## src/rtl/adcf_defines.vh

```
// Overview of operation
// - acquisition lasts 6, 10, 18 or 34 clocks
// - powerdown accepted at any moment
// - powerdown mid-conversion aborts, leaves invalid data
// - 17-bit MSB: don't-cares, sign, MSB..LSB
// - 13-bit MSB: sign, then MSB..LSB
// - 13-bit LSB: LSB..MSB, sign last
// - 16-bit unsigned: four zeros, MSB..LSB
// - 12-bit unsigned: twelve bits MSB..LSB
// - don't-care bits any level, host ignores
// - four address bits select pair or single
// - positive to first output, negative second
`ifndef ADCF_DEFINES_VH
`define ADCF_DEFINES_VH
`define ADCF_FMT_17M 3'h0
`define ADCF_FMT_13M 3'h1
`define ADCF_FMT_17L 3'h2
`define ADCF_FMT_13L 3'h3
`define ADCF_FMT_16M 3'h4
`define ADCF_FMT_12M 3'h5
`define ADCF_FMT_16L 3'h6
`define ADCF_FMT_12L 3'h7
`define ADCF_ACQ_6 2'h0
`define ADCF_ACQ_10 2'h1
`define ADCF_ACQ_18 2'h2
`define ADCF_ACQ_34 2'h3
`define ADCF_ACQ_LEN_6 6'h06
`define ADCF_ACQ_LEN_10 6'h0a
`define ADCF_ACQ_LEN_18 6'h12
`define ADCF_ACQ_LEN_34 6'h22
`define ADCF_COM_SEL 4'h8
`define ADCF_ADDR_BITS 4
`define ADCF_CONV_CLOCKS 6'h2c
`endif

```

## src/rtl/adcf_top.v

```verilog
`timescale 1ns/1ps
`default_nettype none
`include "adcf_defines.vh"
module adcf_top
(
	input wire CLOCK,
	input wire RESET_N,
	input wire SERIAL_CLOCK,
	input wire SERIAL_DATA_IN,
	input wire CHIP_SELECT_N,
	input wire CONVERSION_CLOCK,
	input wire POWERDOWN_REQUEST,
	input wire [2:0] FORMAT_SELECT,
	input wire [1:0] ACQ_SELECT,
	input wire [12:0] RESULT_VALUE,
	output reg SERIAL_DATA_OUT,
	output reg [3:0] MUX_POSITIVE_OUTPUT,
	output reg [3:0] MUX_NEGATIVE_OUTPUT,
	output reg ACQUIRING,
	output reg CONVERTING,
	output reg RESULT_VALID
);
	localparam ST_IDLE = 3'h1;
	localparam ST_ACQ = 3'h2;
	localparam ST_CONV = 3'h4;

	// two-flop synchronisers; first stage read only by second
	reg [3:0] s1_reg;
	reg [3:0] s2_reg;
	reg [1:0] edge_hist_reg;
	reg sdi_reg;
	always @(posedge CLOCK)
	begin
		if (!RESET_N)
		begin
			// chip select rests high, so reset must not fake a selected frame
			s1_reg <= 4'h1;
			s2_reg <= 4'h1;
			edge_hist_reg <= 2'h0;
			sdi_reg <= 1'b0;
		end
		else
		begin
			s1_reg <= {SERIAL_CLOCK, CONVERSION_CLOCK, POWERDOWN_REQUEST, CHIP_SELECT_N};
			s2_reg <= s1_reg;
			edge_hist_reg <= {s2_reg[3], s2_reg[2]};
			sdi_reg <= SERIAL_DATA_IN;
		end
	end
	reg sdi_s1_reg;
	reg sdi_s2_reg;
	always @(posedge CLOCK)
	begin
		if (!RESET_N)
		begin
			sdi_s1_reg <= 1'b0;
			sdi_s2_reg <= 1'b0;
		end
		else
		begin
			sdi_s1_reg <= sdi_reg;
			sdi_s2_reg <= sdi_s1_reg;
		end
	end
	wire sclk_rise = s2_reg[3] & ~edge_hist_reg[1];
	wire sclk_fall = ~s2_reg[3] & edge_hist_reg[1];
	wire conversion_clock_rise = s2_reg[2] & ~edge_hist_reg[0];
	wire pd = s2_reg[1];
	wire cs_n = s2_reg[0];
	// data pin gets an extra flop so it lines up with the serial clock path
	wire sdi = sdi_s2_reg;

	// acquisition length: data clock periods, same source assumed
	reg [5:0] acq_len;
	always @*
	begin
		case (ACQ_SELECT)
			`ADCF_ACQ_6: acq_len = `ADCF_ACQ_LEN_6;
			`ADCF_ACQ_10: acq_len = `ADCF_ACQ_LEN_10;
			`ADCF_ACQ_18: acq_len = `ADCF_ACQ_LEN_18;
			default: acq_len = `ADCF_ACQ_LEN_34;
		endcase
	end

	reg [2:0] state_reg;
	reg [5:0] count_reg;
	reg [2:0] addr_cnt_reg;
	reg [3:0] addr_shift_reg;
	reg [3:0] addr_reg;
	reg [16:0] out_word_reg;
	reg [4:0] out_len_reg;
	reg [4:0] out_idx_reg;

	// word builder: returns bits in shift order, index 16 first
	function [16:0] build;
		input [2:0] fmt;
		input [12:0] r;
		integer i;
		reg [11:0] rev;
		begin
			for (i = 0; i < 12; i = i + 1)
				rev[i] = r[11 - i];
			case (fmt)
				`ADCF_FMT_17M: build = {4'h0, r[12], r[11:0]};
				`ADCF_FMT_13M: build = {r[12], r[11:0], 4'h0};
				`ADCF_FMT_17L: build = {rev, 4'h0, r[12]};
				`ADCF_FMT_13L: build = {rev, r[12], 4'h0};
				`ADCF_FMT_16M: build = {4'h0, r[11:0], 1'b0};
				`ADCF_FMT_12M: build = {r[11:0], 5'h00};
				`ADCF_FMT_16L: build = {rev, 4'h0, 1'b0};
				default: build = {rev, 5'h00};
			endcase
		end
	endfunction

	function [4:0] fmt_len;
		input [2:0] fmt;
		begin
			case (fmt)
				`ADCF_FMT_17M, `ADCF_FMT_17L: fmt_len = 5'h11;
				`ADCF_FMT_13M, `ADCF_FMT_13L: fmt_len = 5'h0d;
				`ADCF_FMT_16M, `ADCF_FMT_16L: fmt_len = 5'h10;
				default: fmt_len = 5'h0c;
			endcase
		end
	endfunction

	// conversion sequencer; powerdown overrides any state
	always @(posedge CLOCK)
	begin
		if (!RESET_N)
		begin
			state_reg <= ST_IDLE;
			count_reg <= 6'h00;
			addr_cnt_reg <= 3'h0;
			addr_shift_reg <= 4'h0;
			addr_reg <= 4'h0;
			out_word_reg <= 17'h00000;
			out_len_reg <= 5'h00;
			RESULT_VALID <= 1'b0;
		end
		else if (pd)
		begin
			// abort; if caught mid-conversion, the word left in the shifter is spoiled so it cannot pass as a result
			state_reg <= ST_IDLE;
			count_reg <= 6'h00;
			addr_cnt_reg <= 3'h0;
			if (state_reg == ST_CONV)
			begin
				RESULT_VALID <= 1'b0;
				out_word_reg <= ~out_word_reg;
			end
		end
		else
		begin
			if (cs_n)
				addr_cnt_reg <= 3'h0;
			else if (sclk_rise && addr_cnt_reg < 3'h4)
			begin
				addr_shift_reg <= {addr_shift_reg[2:0], sdi};
				addr_cnt_reg <= addr_cnt_reg + 3'h1;
			end
			case (state_reg)
				ST_IDLE:
				begin
					if (!cs_n && sclk_rise && addr_cnt_reg == 3'h4)
					begin
						// address latched only as acquisition starts
						addr_reg <= addr_shift_reg;
						state_reg <= ST_ACQ;
						count_reg <= 6'h00;
					end
				end
				ST_ACQ:
				begin
					if (sclk_rise)
					begin
						if (count_reg == acq_len - 6'h01)
						begin
							state_reg <= ST_CONV;
							count_reg <= 6'h00;
						end
						else
							count_reg <= count_reg + 6'h01;
					end
				end
				ST_CONV:
				begin
					if (conversion_clock_rise)
					begin
						if (count_reg == `ADCF_CONV_CLOCKS - 6'h01)
						begin
							out_word_reg <= build(FORMAT_SELECT, RESULT_VALUE);
							out_len_reg <= fmt_len(FORMAT_SELECT);
							RESULT_VALID <= 1'b1;
							state_reg <= ST_IDLE;
						end
						else
							count_reg <= count_reg + 6'h01;
					end
				end
				default: state_reg <= ST_IDLE;
			endcase
		end
	end

	// output shifter: starts at bit 16 each frame, changes on falling edge
	always @(posedge CLOCK)
	begin
		if (!RESET_N)
		begin
			out_idx_reg <= 5'h10;
			SERIAL_DATA_OUT <= 1'b0;
		end
		else if (cs_n)
		begin
			out_idx_reg <= 5'h10;
			SERIAL_DATA_OUT <= out_word_reg[16];
		end
		else if (sclk_fall && out_idx_reg != 5'h00)
		begin
			// bits past the word's length read zero, except for 17-bit words, whose bit 0 holds to the end of a long frame
			out_idx_reg <= out_idx_reg - 5'h01;
			SERIAL_DATA_OUT <= (5'h11 - out_idx_reg < out_len_reg) ? out_word_reg[out_idx_reg - 5'h01] : 1'b0;
		end
	end

	// mux decode: first bit single-ended, second odd channel / polarity, last two the pair
	always @(posedge CLOCK)
	begin
		if (!RESET_N)
		begin
			MUX_POSITIVE_OUTPUT <= 4'h0;
			MUX_NEGATIVE_OUTPUT <= 4'h1;
			ACQUIRING <= 1'b0;
			CONVERTING <= 1'b0;
		end
		else
		begin
			ACQUIRING <= (state_reg == ST_ACQ) & ~pd;
			CONVERTING <= (state_reg == ST_CONV) & ~pd;
			if (addr_reg[3])
			begin
				// single channel measured against the common return
				MUX_POSITIVE_OUTPUT <= {1'b0, addr_reg[1:0], addr_reg[2]};
				MUX_NEGATIVE_OUTPUT <= `ADCF_COM_SEL;
			end
			else
			begin
				// pair: the odd bit swaps which channel counts as positive
				MUX_POSITIVE_OUTPUT <= {1'b0, addr_reg[1:0], addr_reg[2]};
				MUX_NEGATIVE_OUTPUT <= {1'b0, addr_reg[1:0], ~addr_reg[2]};
			end
		end
	end
endmodule
`default_nettype wire

```

## config.mk

```make
export PLATFORM = sky130hd
export DESIGN_NAME = adcf_top
export DESIGN_NICKNAME = d
export VERILOG_FILES = /design/src/rtl/adcf_top.v
export VERILOG_INCLUDE_DIRS = /design/src /design/src/rtl
export SDC_FILE = /design/constraint.sdc
export NUM_CORES = 1
export LEC_CHECK = 0
export ABC_CLOCK_PERIOD_IN_PS = 2100
export BUFFER_PORTS_ARGS = -buffer_cell sky130_fd_sc_hd__buf_2
export CORE_AREA = 2 2 89 91
export DETAILED_ROUTE_END_ITERATION = 10
export DIE_AREA = 0 0 91 93
export GPL_TIMING_DRIVEN = 1
export PLACE_DENSITY = 0.78
export SYNTH_ARGS = -nofsm -noshare
export SYNTH_HDL_FRONTEND = slang
export SYNTH_SLANG_ARGS = --single-unit
```

## constraint.sdc

```tcl
create_clock -name CLOCK -period 2.1 [get_ports CLOCK]
set_clock_uncertainty 0.15 [all_clocks]
set_input_delay 0.42 -clock CLOCK [delete_from_list [all_inputs] [get_ports CLOCK]]
set_output_delay 0.42 -clock CLOCK [all_outputs]
set_load 0.1 [all_outputs]
```

# Yosys cells after proc, flatten, opt, wreduce, memory -nomap -nowiden
# Index checks and enable logic that the tools add are counted.
# word_totals
out_inout_bits	12
word_cells	119
ff_bits	72
# classes
add_sub_neg	5
magnitude_cmp	3
mux	31
n_reduce_logical	25
eq_ne	20
n_bitwise	13
# ops
cell	count
$pmux W17 S6	1
$mux W17	5
$pmux W6 S3	2
$mux W6	5
$not A17 Y17	1
$eq A3 B3 Y1 const B	5
$mux W3	5
$pmux W5 S3	1
$ne A2 B2 Y1 const B	6
$reduce_or A2 Y1	6
$reduce_and A5 Y1	2
$eq A3 B2 Y1 const B	3
$mux W1	9
$pmux W3 S3	1
$reduce_and A3 Y1	3
$not A1 Y1	7
$add A6 B1 Y6 const B	1
$eq A3 B1 Y1 const B	2
$eq A6 B6 Y1	1
$eq A6 B6 Y1 const B	1
$lt A5 B6 Y1 const B	1
$reduce_bool A2 Y1	3
$sub A6 B1 Y6 const B	1
$and A1 B1 Y1	5
17 further kinds	20

# Longest topological paths before layout
# Gate-level depths: netlist of run 1.
# logic_depth
word_depth	7
ltp_mapped	9
mapped_depth_nobuf	8

# Worst setup path before layout of run 1
# Ideal clock, no wire load.
# synth_timing
path_type	reg-to-reg
startpoint	register out_idx_reg[0]
endpoint	register SERIAL_DATA_OUT
t_arrival_ns	1.761
setup_ns	0.123
setup_slack_ns	0.066
n_path_buf	1
t_required_ns	1.827
stages_incl_launch_ff	8
cell_sequence	dfxtp_1 buf_2 inv_1 ha_1 mux4_2 mux2_2 a41oi_1 o21ai_1
# synth_between
elab_chain_len	6
word_cells_on_any_way	11
cone_classes	add/sub: 2; order compare: 1; mux: 5; reduce/logical: 3
# synth_lines
item	line	rtl
from (decl)	adcf_top.v:92	reg [4:0] out_idx_reg;
from (signal assigned)	adcf_top.v:223	out_idx_reg <= out_idx_reg - 5'h01;
$sub A5 B1 Y5	adcf_top.v:224	SERIAL_DATA_OUT <= (5'h11 - out_idx_reg < out_len_reg) ? out_word_reg[out_idx_reg - 5'h01] : 1'b0;
$bmux W1 S5	adcf_top.v:224	
$mux W1 (not written as such)	adcf_top.v:224	
$mux W1	adcf_top.v:224	
$mux W1	adcf_top.v:220	else if (sclk_fall && out_idx_reg != 5'h00)
$mux W1	adcf_top.v:215	else if (cs_n)
to (signal assigned)	adcf_top.v:218	SERIAL_DATA_OUT <= out_word_reg[16];
to (signal assigned)	adcf_top.v:224	
to (decl)	adcf_top.v:16	output reg SERIAL_DATA_OUT,
# Parallel ways exist; a longest one is shown, timed or not. The select of a mux whose other input is x is not followed.
# A chain may end at the register's enable or synchronous reset.

# Worst setup path after layout of run 1
# layout_timing
startpoint	register addr_cnt_reg[1]
endpoint	register count_reg[2]
# layout_between
elab_chain_len	4
# layout_lines
item	line	rtl
from (decl)	adcf_top.v:87	reg [2:0] addr_cnt_reg;
from (signal assigned)	adcf_top.v:161	addr_cnt_reg <= addr_cnt_reg + 3'h1;
$eq A3 B3 Y1	adcf_top.v:166	if (!cs_n && sclk_rise && addr_cnt_reg == 3'h4)
$logic_and A1 B1 Y1	adcf_top.v:166	
$ne A2 B2 Y1 (no line)	n/a	
$reduce_and A5 Y1 (no line)	n/a	
to (signal assigned)	adcf_top.v:184	count_reg <= count_reg + 6'h01;
to (signal assigned)	adcf_top.v:199	count_reg <= count_reg + 6'h01;
to (decl)	adcf_top.v:86	reg [5:0] count_reg;
# No other way between the ends.

==> results of run 1 <==
final cells by class:
type / count / area [um^2] / area share (%)
Multi-Input combinational cell: 311 / 2180 / 50.8
Timing Repair Buffer: 61 / 370 / 8.61
Inverter: 16 / 60.1 / 1.40
Clock buffer: 13 / 149 / 3.46
Sequential cell: 69 / 1390 / 32.3
Tap cell: 102 / 128 / 2.97
Clock inverter: 3 / 21.3 / 0.495
routing by layer:
layer | track usage [%] | vias up | wire, um
li1 | - | 1611 | -
met1 | 26.4 | 1561 | 3740
met2 | 36.5 | 96 | 4290
met3 | 6.12 | 16 | 454
met4 | 7.83 | 0 | 182
met5 | 0 | - | 0
cells in the mapped netlist (all sizes together) (10+ instances only):
master / number / area share [%]
a21oi: 43 / 5.8
inv: 16 / 1.6
nor2: 34 / 3.5
nand2b: 10 / 1.7
o21ai: 27 / 3.7
nor3: 14 / 2.3
dfxtp: 69 / 37
buf: 12 / 1.7
nand2: 27 / 2.7
clkbuf: 16 / 1.6
mux2i: 17 / 4.6
and2: 14 / 2.4
power groups by stage:
stage | Clock (mW) | Combinational (mW) | Sequential, mW
5_1_grt | 1.03 | 0.250 | 1.33
6_report | 0.944 | 0.227 | 1.33
2_1_floorplan | 0 | 0.153 | 1.36
4_1_cts | 0.969 | 0.225 | 1.33
3_3_place_gp | 0 | 0.220 | 1.36
3_5_place_dp | 0 | 0.224 | 1.36
how the worst max path moves through the flow:
stage,startpoint,to,slack [ns],cells after the start
final,addr_cnt_reg[1]$_SDFFE_PP0P_,count_reg[2]$_SDFFE_PP0P_,0.10,8
after global routing,addr_cnt_reg[1]$_SDFFE_PP0P_,count_reg[2]$_SDFFE_PP0P_,-0.01,8
after CTS,count_reg[0]$_SDFFE_PP0P_,out_word_reg[6]$_SDFFE_PN0P_,0.02,7
after detailed placement,addr_cnt_reg[1]$_SDFFE_PP0P_,count_reg[4]$_SDFFE_PP0P_,0.02,8
after global placement,FORMAT_SELECT[0],out_word_reg[16]$_SDFFE_PN0P_,0.13,6
after floorplan,out_idx_reg[0]$_SDFFE_PP0P_,SERIAL_DATA_OUT$_SDFFE_PN0P_,0.07,7
stage by stage:
step	instances	area, um^2	hold WS, ns	setup slack, ns
2_1_floorplan	424	3690	0.236	0.0659
3_3_place_gp	557	4050	0.265	0.131
3_5_place_dp	557	4050	0.267	0.0185
4_1_cts	573	4220	0.0962	0.0210
5_1_grt	575	4300	0.0994	-0.0138
6_report	575	4300	0.107	0.101
kinds of logic (layout without fill, tap and decap cells):
kind of cell | Yosys count | after routing | share of synthesized area, %
AOI/OAI and AO/OA | 112 | 112 | 18.6
and+or+nand+nor | 147 | 147 | 21.5
other | 1 | 1 | 0.102
buffers and inverters | 44 | 93 | 4.92
DFF | 69 | 69 | 37.5
xor gates and xnor gates | 10 | 10 | 2.38
adders and majority gates | 9 | 9 | 3.06
muxes | 32 | 32 | 11.9
what timing repair did:
item                       in CTS  in global routing
resized for setup               0                 17
hold buffers                    0                  0
buffers inserted                0                  2
setup endpoints to repair       0                  8
critical path, cell delays in order, from the launching register on:
cell and delay (ns):
dfxtp_2 0.32, inv_1 0.06, ha_1 0.13, nand4b_1 0.15
o21ai_2 0.20, o211ai_1 0.25, buf_4 0.23, or3_1 0.30
a21oi_1 0.14
==> metrics.yaml, run 1 <==
rows: 32
dr.pass1.iters: 4
dr.first_iter.drc_count: 267
remaining_drc_errors: 0
syn_inst: 424
grt_pass1_vias: 3100
layout.cells.most_common_list: "dfxtp_1 (64), a21oi_1 (42), buf_2 (35)"
start_util_pct: 49.0
clkTransAtPathRegs_ns: 0.07
htree_levels: 3
netSwitchingPower_mw: 0.623
crit_path_max_fanout: 7
die_h_um: 93
r2r-end: "count_reg[2]$_SDFFE_PP0P_"
ys_seq_elements: 69
startpoint_type: "register"
timing.final.crit_period_ns: 2.00
intPower_mw: 1.88
port_buffers: 35
fp.dieW_um: 91
via_per_inst: 5.71
worstReg2RegStart: "addr_cnt_reg[1]$_SDFFE_PP0P_"
yosysWarnings: 0
clkSinkCount: 69
die_area_um2: 8460
slew_headroom_pct: 65.1
nets: 502
seq_power_share_pct: 53.3
core_region_area_um2: 7530
via_count: 3284
wl_per_cell_um: 15.1
gp_congestion: 0.892
setup-tns-final_ns: 0
clock_latency_ns: 0.35
grt_max_degree: 29
power_density_nw_per_um2: 583
post-route-util_pct: 57.1
ant_nets: 0
power_frac_clock_pct: 37.7
antenna_found_initial: 0
p_leak_nw: 1.63
diodes: 0
drive_gt1_share_pct: 23.9
finalCritPeriodShare_pct: 95.2
largest_reg_flops: 17
synth_area_um2: 3690
synth_ff_type: "dfxtp_1"
syn_area_per_cell_um2: 8.69
r2r_setup_slack_ns: 0.10
ff2ff_path_depth: 8
track_usage_pct: 21.6
synth_nets: 458
ys_seq_area_share_pct: 37.5
drv_slew: 0
synth-edff-count: 0
grt.overflow.total: 0
timing.fmax_mhz: 500
cts_tree: "yes"
worstHoldPathCells: 2
fill_cells: 703
numCtsBuffers: 9
crit_arrival_ns: 2.12
cap_violations: 0
routed_wl_um: 8660
swShare_pct: 24.9
finalSetupViolCount: 0
ir_drop_mv: 0.490
critPathKind: "reg -> reg"
grt_pass1_wl_um: 14600
io_pins: 37
dp_hpwl_um: 6310
total_power_mw: 2.51
min_path_type: "in -> reg"
hold_start: "CHIP_SELECT_N"
worst_slew_pin_slew_ns: 0.522
layout_commonest_cell: "dfxtp_1"
clock_path_buffers: 2
area_growth_pct: 16.6
end_kind: "register"
clock-root-buffer: "clkbuf_8"
combPwrFrac_pct: 9.1
crit_required_ns: 2.23
status: "finished, final reports clean"
hold_violations: 0
post_synth_num_cell_types: 54
rsz0062_at_grt: "yes"
holdPathEnd: "s1_reg[0]$_SDFF_PN1_"
async_flop_share_pct: 0
Note: power is estimated with default switching activity, not from simulation.
==> inputs of run 2 (changes only) <==
--- a/config.mk
+++ b/config.mk
@@ -8,9 +8,9 @@
 export LEC_CHECK = 0
 export ABC_CLOCK_PERIOD_IN_PS = 2100
 export BUFFER_PORTS_ARGS = -buffer_cell sky130_fd_sc_hd__buf_2
-export CORE_AREA = 2 2 89 91
+export CORE_AREA = 2 2 99 82
 export DETAILED_ROUTE_END_ITERATION = 10
-export DIE_AREA = 0 0 91 93
+export DIE_AREA = 0 0 101 84
 export GPL_TIMING_DRIVEN = 1
 export PLACE_DENSITY = 0.78
 export SYNTH_ARGS = -nofsm -noshare
==> metrics.yaml, run 2 (synthesis gave the netlist of run 1 again) <==
dp_hpwl_um: 6290  # was 6310 um
timing.fmax_mhz: 507  # was 500 MHz
finalSetupViolCount: 0  # unchanged
end_kind: "register"  # unchanged
setup-tns-final_ns: 0  # unchanged
seq_power_share_pct: 51.8  # was 53.3%
gp_congestion: 0.891  # was 0.892
combPwrFrac_pct: 9.0  # was 9.1%
start_util_pct: 48.4  # was 49.0%
dr.pass1.iters: 5  # was 4
intPower_mw: 1.89  # was 1.88 mW
ant_nets: 0  # unchanged
route.met3.wl_um: 614  # was 454 um
layout_commonest_cell: "dfxtp_1"  # unchanged
slew_headroom_pct: 66.4  # was 65.1%
rsz0062_at_grt: "no"  # was yes
via_per_inst: 5.85  # was 5.71
largest_reg_flops: 17  # unchanged
layout.cells.most_common_list: "dfxtp_1 (68), a21oi_1 (43), buf_2 (35)"  # was dfxtp_1 (64), a21oi_1 (42), buf_2 (35)
grt_pass1_vias: 3052  # was 3,100
cap_violations: 0  # unchanged
timing.final.crit_period_ns: 1.97  # was 2.00 ns
nets: 496  # was 502
critPathKind: "reg -> reg"  # unchanged
via_count: 3278  # was 3,284
dr.first_iter.drc_count: 222  # was 267
rows: 29  # was 32
wl_per_cell_um: 15.7  # was 15.1 um
htree_levels: 3  # unchanged
worst_slew_pin_slew_ns: 0.499  # was 0.522 ns
clkTransAtPathRegs_ns: 0.08  # was 0.07 ns
p_leak_nw: 1.61  # was 1.63 nW
place_inst: 544  # was 557
drive_gt1_share_pct: 21.8  # was 23.9%
dr_wl_met2_um: 4170  # was 4290 um
grt_max_degree: 29  # unchanged
final_cells: 560  # was 575
port_buffers: 35  # unchanged
area_growth_pct: 14.8  # was 16.6%
hold_violations: 0  # unchanged
swShare_pct: 26.7  # was 24.9%
power_frac_clock_pct: 39.2  # was 37.7%
min_path_type: "in -> reg"  # unchanged
crit_arrival_ns: 2.10  # was 2.12 ns
clock_latency_ns: 0.35  # about the same
power_density_nw_per_um2: 608  # was 583 nW/um^2
die_h_um: 84  # was 93 um
finalCritPeriodShare_pct: 93.9  # was 95.2%
netSwitchingPower_mw: 0.687  # was 0.623 mW
clock-root-buffer: "clkbuf_8"  # unchanged
io_pins: 37  # unchanged
die_area_um2: 8480  # was 8460 um^2
crit_required_ns: 2.23  # about the same
grt_pass1_wl_um: 14600  # about the same
core_region_area_um2: 7620  # was 7530 um^2
crit_path_max_fanout: 13  # was 7
met1_length_um: 3840  # was 3740 um
cts_tree: "yes"  # unchanged
post_cts_buffers: 0  # unchanged
track_usage_pct: 21.6  # about the same
ir_drop_mv: 0.439  # was 0.490 mV
diodes: 0  # unchanged
drv_slew: 0  # unchanged
remaining_drc_errors: 0  # unchanged
route.top_layer_used: "met4"  # unchanged
fp.dieW_um: 101  # was 91 um
antenna_found_initial: 0  # unchanged
routed_wl_um: 8780  # was 8660 um
clock_path_buffers: 2  # unchanged
grt.overflow.total: 0  # unchanged
status: "finished, final reports clean"  # unchanged
numCtsBuffers: 9  # unchanged
clkSinkCount: 69  # unchanged
startpoint_type: "register"  # unchanged
fill_cells: 679  # was 703
[run 2: cell count changes in the layout (fill, tap and decap cells not counted), moves of 2 or more]
cell	before	now
buf_4	26	20
clkbuf_1	3	0
clkinvlp_4	1	3
dfxtp_1	64	68
dfxtp_2	5	0
inv_6	0	2
[run 2: cell type report]
| class | instances | area, um^2 | share of cell area (%) |
|---|---|---|---|
| Multi-Input combinational cell | 311 | 2160 | 51.1 |
| Sequential cell | 69 | 1390 | 32.7 |
| Timing Repair Buffer | 55 | 325 | 7.69 |
| Clock buffer | 10 | 138 | 3.25 |
| Tap cell | 93 | 116 | 2.75 |
| Inverter | 16 | 60.1 | 1.42 |
| Clock inverter | 6 | 45.0 | 1.06 |
[run 2: worst max-delay path: stages (launching register included)]
cell	delay (ns)
dfxtp_1	0.34
ha_1	0.21
nand4b_1	0.18
or3_4	0.50
nor3_2	0.16
buf_4	0.16
o21ai_1	0.06
a21oi_1	0.13
[run 2: metal layers]
metal	vias up	GRT usage (%)
met5	-	0
met4	0	7.62
met3	16	4.61
met2	128	34.6
met1	1538	28.7
li1	1596	-
[run 2: power groups by stage]
| stage | Sequential, mW | Clock [mW] | Combinational, mW |
|---|---|---|---|
| after global placement | 1.36 | 0 | 0.221 |
| after floorplan | 1.36 | 0 | 0.153 |
| after detailed placement | 1.36 | 0 | 0.226 |
| after global routing | 1.33 | 1.08 | 0.254 |
| final | 1.33 | 1.01 | 0.232 |
| after CTS | 1.33 | 1.03 | 0.229 |
[run 2: timing repair]
| action | in CTS | in global routing |
|---|---|---|
| resized for setup | 0 | 10 |
| endpoints found under the setup margin | 0 | 21 |
| hold buffers | 0 | 0 |
[run 2: path summary, 6_finish.rpt]
path                                                 from                           to  slack [ns]  cells after the start
worst min register to register       s1_reg[0]$_SDFF_PN1_         s2_reg[0]$_SDFF_PN1_        0.27                      1
worst max register to register  count_reg[0]$_SDFFE_PP0P_  out_len_reg[4]$_SDFFE_PN0P_        0.13                      7
worst min-delay path                        CHIP_SELECT_N         s1_reg[0]$_SDFF_PN1_         0.1                      2
worst max-delay path            count_reg[0]$_SDFFE_PP0P_  out_len_reg[4]$_SDFFE_PN0P_        0.13                      7
[run 2: metrics by stage]
step	setup slack (ns)	hold slack, ns	utilization, %	area [um^2]	total power [mW]
floorplan	0.0659	0.236	-	3690	1.51
global placement	0.119	0.252	52.6	4010	1.58
detailed placement	0.0336	0.249	52.6	4010	1.59
CTS	0.00190	0.0786	55.0	4190	2.59
global route	0.00960	0.107	55.6	4230	2.67
finish	0.128	0.0985	55.6	4230	2.57
==> inputs of run 3 (changes only) <==
--- a/config.mk
+++ b/config.mk
@@ -6,13 +6,13 @@
 export SDC_FILE = /design/constraint.sdc
 export NUM_CORES = 1
 export LEC_CHECK = 0
-export ABC_CLOCK_PERIOD_IN_PS = 2100
+export ABC_CLOCK_PERIOD_IN_PS = 2040
 export BUFFER_PORTS_ARGS = -buffer_cell sky130_fd_sc_hd__buf_2
 export CORE_AREA = 2 2 99 82
 export DETAILED_ROUTE_END_ITERATION = 10
 export DIE_AREA = 0 0 101 84
 export GPL_TIMING_DRIVEN = 1
-export PLACE_DENSITY = 0.78
+export PLACE_DENSITY = 0.76
 export SYNTH_ARGS = -nofsm -noshare
 export SYNTH_HDL_FRONTEND = slang
 export SYNTH_SLANG_ARGS = --single-unit
==> constraint.sdc (replaced) <==
create_clock -name CLOCK -period 2.04 [get_ports CLOCK]
set_clock_uncertainty 0.15 [all_clocks]
set_input_delay 0.408 -clock CLOCK [delete_from_list [all_inputs] [get_ports CLOCK]]
set_output_delay 0.408 -clock CLOCK [all_outputs]
set_load 0.1 [all_outputs]
==> metrics.yaml, run 3 (synthesis gave the netlist of run 1 again) <==
clock-root-buffer: "clkbuf_8"  # unchanged
gr-usage-met1_pct: 29.7  # was 28.7%
seqCellArea_um2: 1390  # about the same
multi_input_comb_area_um2: 2180  # was 2160 um^2
core_region_area_um2: 7620  # unchanged
dp_hpwl_um: 6200  # was 6290 um
layout_commonest_cell: "dfxtp_1"  # unchanged
grt_pass1_wl_um: 14800  # was 14,600 um
end_kind: "register"  # unchanged
status: "finished, final reports clean"  # unchanged
p_leak_nw: 1.62  # was 1.61 nW
remaining_drc_errors: 0  # unchanged
dr.pass1.iters: 4  # was 5
clock_path_buffers: 2  # unchanged
min_path_type: "in -> reg"  # unchanged
numCtsBuffers: 9  # unchanged
routed_wl_um: 8710  # was 8780 um
final_cells: 564  # was 560
slew_headroom_pct: 65.9  # was 66.4%
grt_max_degree: 29  # unchanged
rsz0062_at_grt: "yes"  # was no
ctsHoldBuffers: 0  # unchanged
met2_usage_pct: 34.1  # was 34.6%
clkTransAtPathRegs_ns: 0.08  # about the same
dr.first_iter.drc_count: 149  # was 222
worst_slew_pin_slew_ns: 0.505  # was 0.499 ns
power_density_nw_per_um2: 610  # was 608 nW/um^2
track_usage_pct: 21.8  # was 21.6%
drive_gt1_share_pct: 24.6  # was 21.8%
rows: 29  # unchanged
nets: 500  # was 496
grt.overflow.total: 0  # unchanged
die_area_um2: 8480  # unchanged
via_count: 3240  # was 3,278
area_growth_pct: 15.9  # was 14.8%
via_per_inst: 5.74  # was 5.85
cts_tree: "yes"  # unchanged
start_util_pct: 48.4  # unchanged
fp.dieW_um: 101  # unchanged
setup-tns-final_ns: 0  # unchanged
critPathKind: "reg -> reg"  # unchanged
crit_arrival_ns: 2.12  # was 2.10 ns
finalSetupViolCount: 0  # unchanged
port_buffers: 35  # unchanged
antenna_found_initial: 0  # unchanged
ant_nets: 0  # unchanged
post-route-util_pct: 56.1  # was 55.6%
timing.final.crit_period_ns: 1.97  # about the same
place_inst: 545  # was 544
gp_congestion: 0.900  # was 0.891
clock_latency_ns: 0.36  # was 0.35 ns
crit_path_max_fanout: 3  # was 13
htree_levels: 3  # unchanged
die_h_um: 84  # unchanged
io_pins: 37  # unchanged
wl_per_cell_um: 15.5  # was 15.7 um
largest_reg_flops: 17  # unchanged
cap_violations: 0  # unchanged
fill_cells: 706  # was 679
dp_slack_ns: 0.00436  # was 0.0336 ns
drv_slew: 0  # unchanged
use_met3_pct: 6.20  # was 4.61%
timing.fmax_mhz: 508  # was 507 MHz
postLayoutSetupSlackWorst_ns: 0.0698  # was 0.128 ns
top_usage_layer: "met2"  # unchanged
ir_drop_mv: 0.550  # was 0.439 mV
grt_pass1_vias: 3094  # was 3,052
finalCritPeriodShare_pct: 96.6  # was 93.9%
clkSinkCount: 69  # unchanged
layout.cells.most_common_list: "dfxtp_1 (64), a21oi_1 (40), buf_2 (36)"  # was dfxtp_1 (68), a21oi_1 (43), buf_2 (35)
crit_required_ns: 2.19  # was 2.23 ns
diodes: 0  # unchanged
startpoint_type: "register"  # unchanged
hold_violations: 0  # unchanged
==> run 3: critical path: stages (launching register included) <==
cell	delay [ns]
dfxtp_2	0.34
inv_1	0.06
ha_1	0.14
nand4b_1	0.17
o21ai_2	0.19
o211ai_1	0.16
or4_1	0.56
a21oi_2	0.15
==> run 3: final cells by class <==
type,instances,share of cell area (%)
clock buffer,10,2.99
clock inverter,6,1.11
inverter,16,1.41
multi-input combinational,311,51.0
sequential,69,32.5
tap,93,2.72
timing repair buffer,59,8.26
==> run 3: metrics by stage <==
stage / power (mW) / hold slack [ns] / area (um^2)
2_1_floorplan: 1.56 / 0.236 / 3690
3_3_place_gp: 1.63 / 0.240 / 4010
3_5_place_dp: 1.64 / 0.247 / 4010
4_1_cts: 2.63 / 0.0650 / 4190
5_1_grt: 2.72 / 0.0693 / 4270
6_report: 2.61 / 0.0805 / 4270
==> run 3: worst paths after layout <==
check	from	to	cells past startpoint	slack, ns
hold reg to reg	s1_reg[0]$_SDFF_PN1_	s2_reg[0]$_SDFF_PN1_	1	0.26
setup / recovery	addr_cnt_reg[0]$_SDFFE_PP0P_	count_reg[5]$_SDFFE_PP0P_	7	0.07
hold / removal	CHIP_SELECT_N	s1_reg[0]$_SDFF_PN1_	2	0.08
setup reg to reg	addr_cnt_reg[0]$_SDFFE_PP0P_	count_reg[5]$_SDFFE_PP0P_	7	0.07
==> run 3: what timing repair did <==
| item | in CTS | in global routing |
|---|---|---|
| endpoints found under the setup margin | 1 | 24 |
| pin swaps | 0 | 6 |
| setup buffers | 0 | 2 |
| hold endpoints to repair | 0 | 0 |
| gates cloned | 0 | 1 |
| gates resized for setup | 1 | 19 |
==> run 3: power breakdown <==
part / internal (mW) / switching, mW
clock: 0.449 / 0.551
sequential: 1.36 / 0.0143
combinational: 0.101 / 0.131
==> run 3: per-layer routing <==
metal / up-vias / routed length (um) / part of all wire [%]
met1: 1541 / 4030 / 46
met4: 0 / 108 / 1.2
met2: 87 / 4100 / 47
li1: 1601 / - / -
met5: - / 0 / 0
met3: 11 / 479 / 5.5
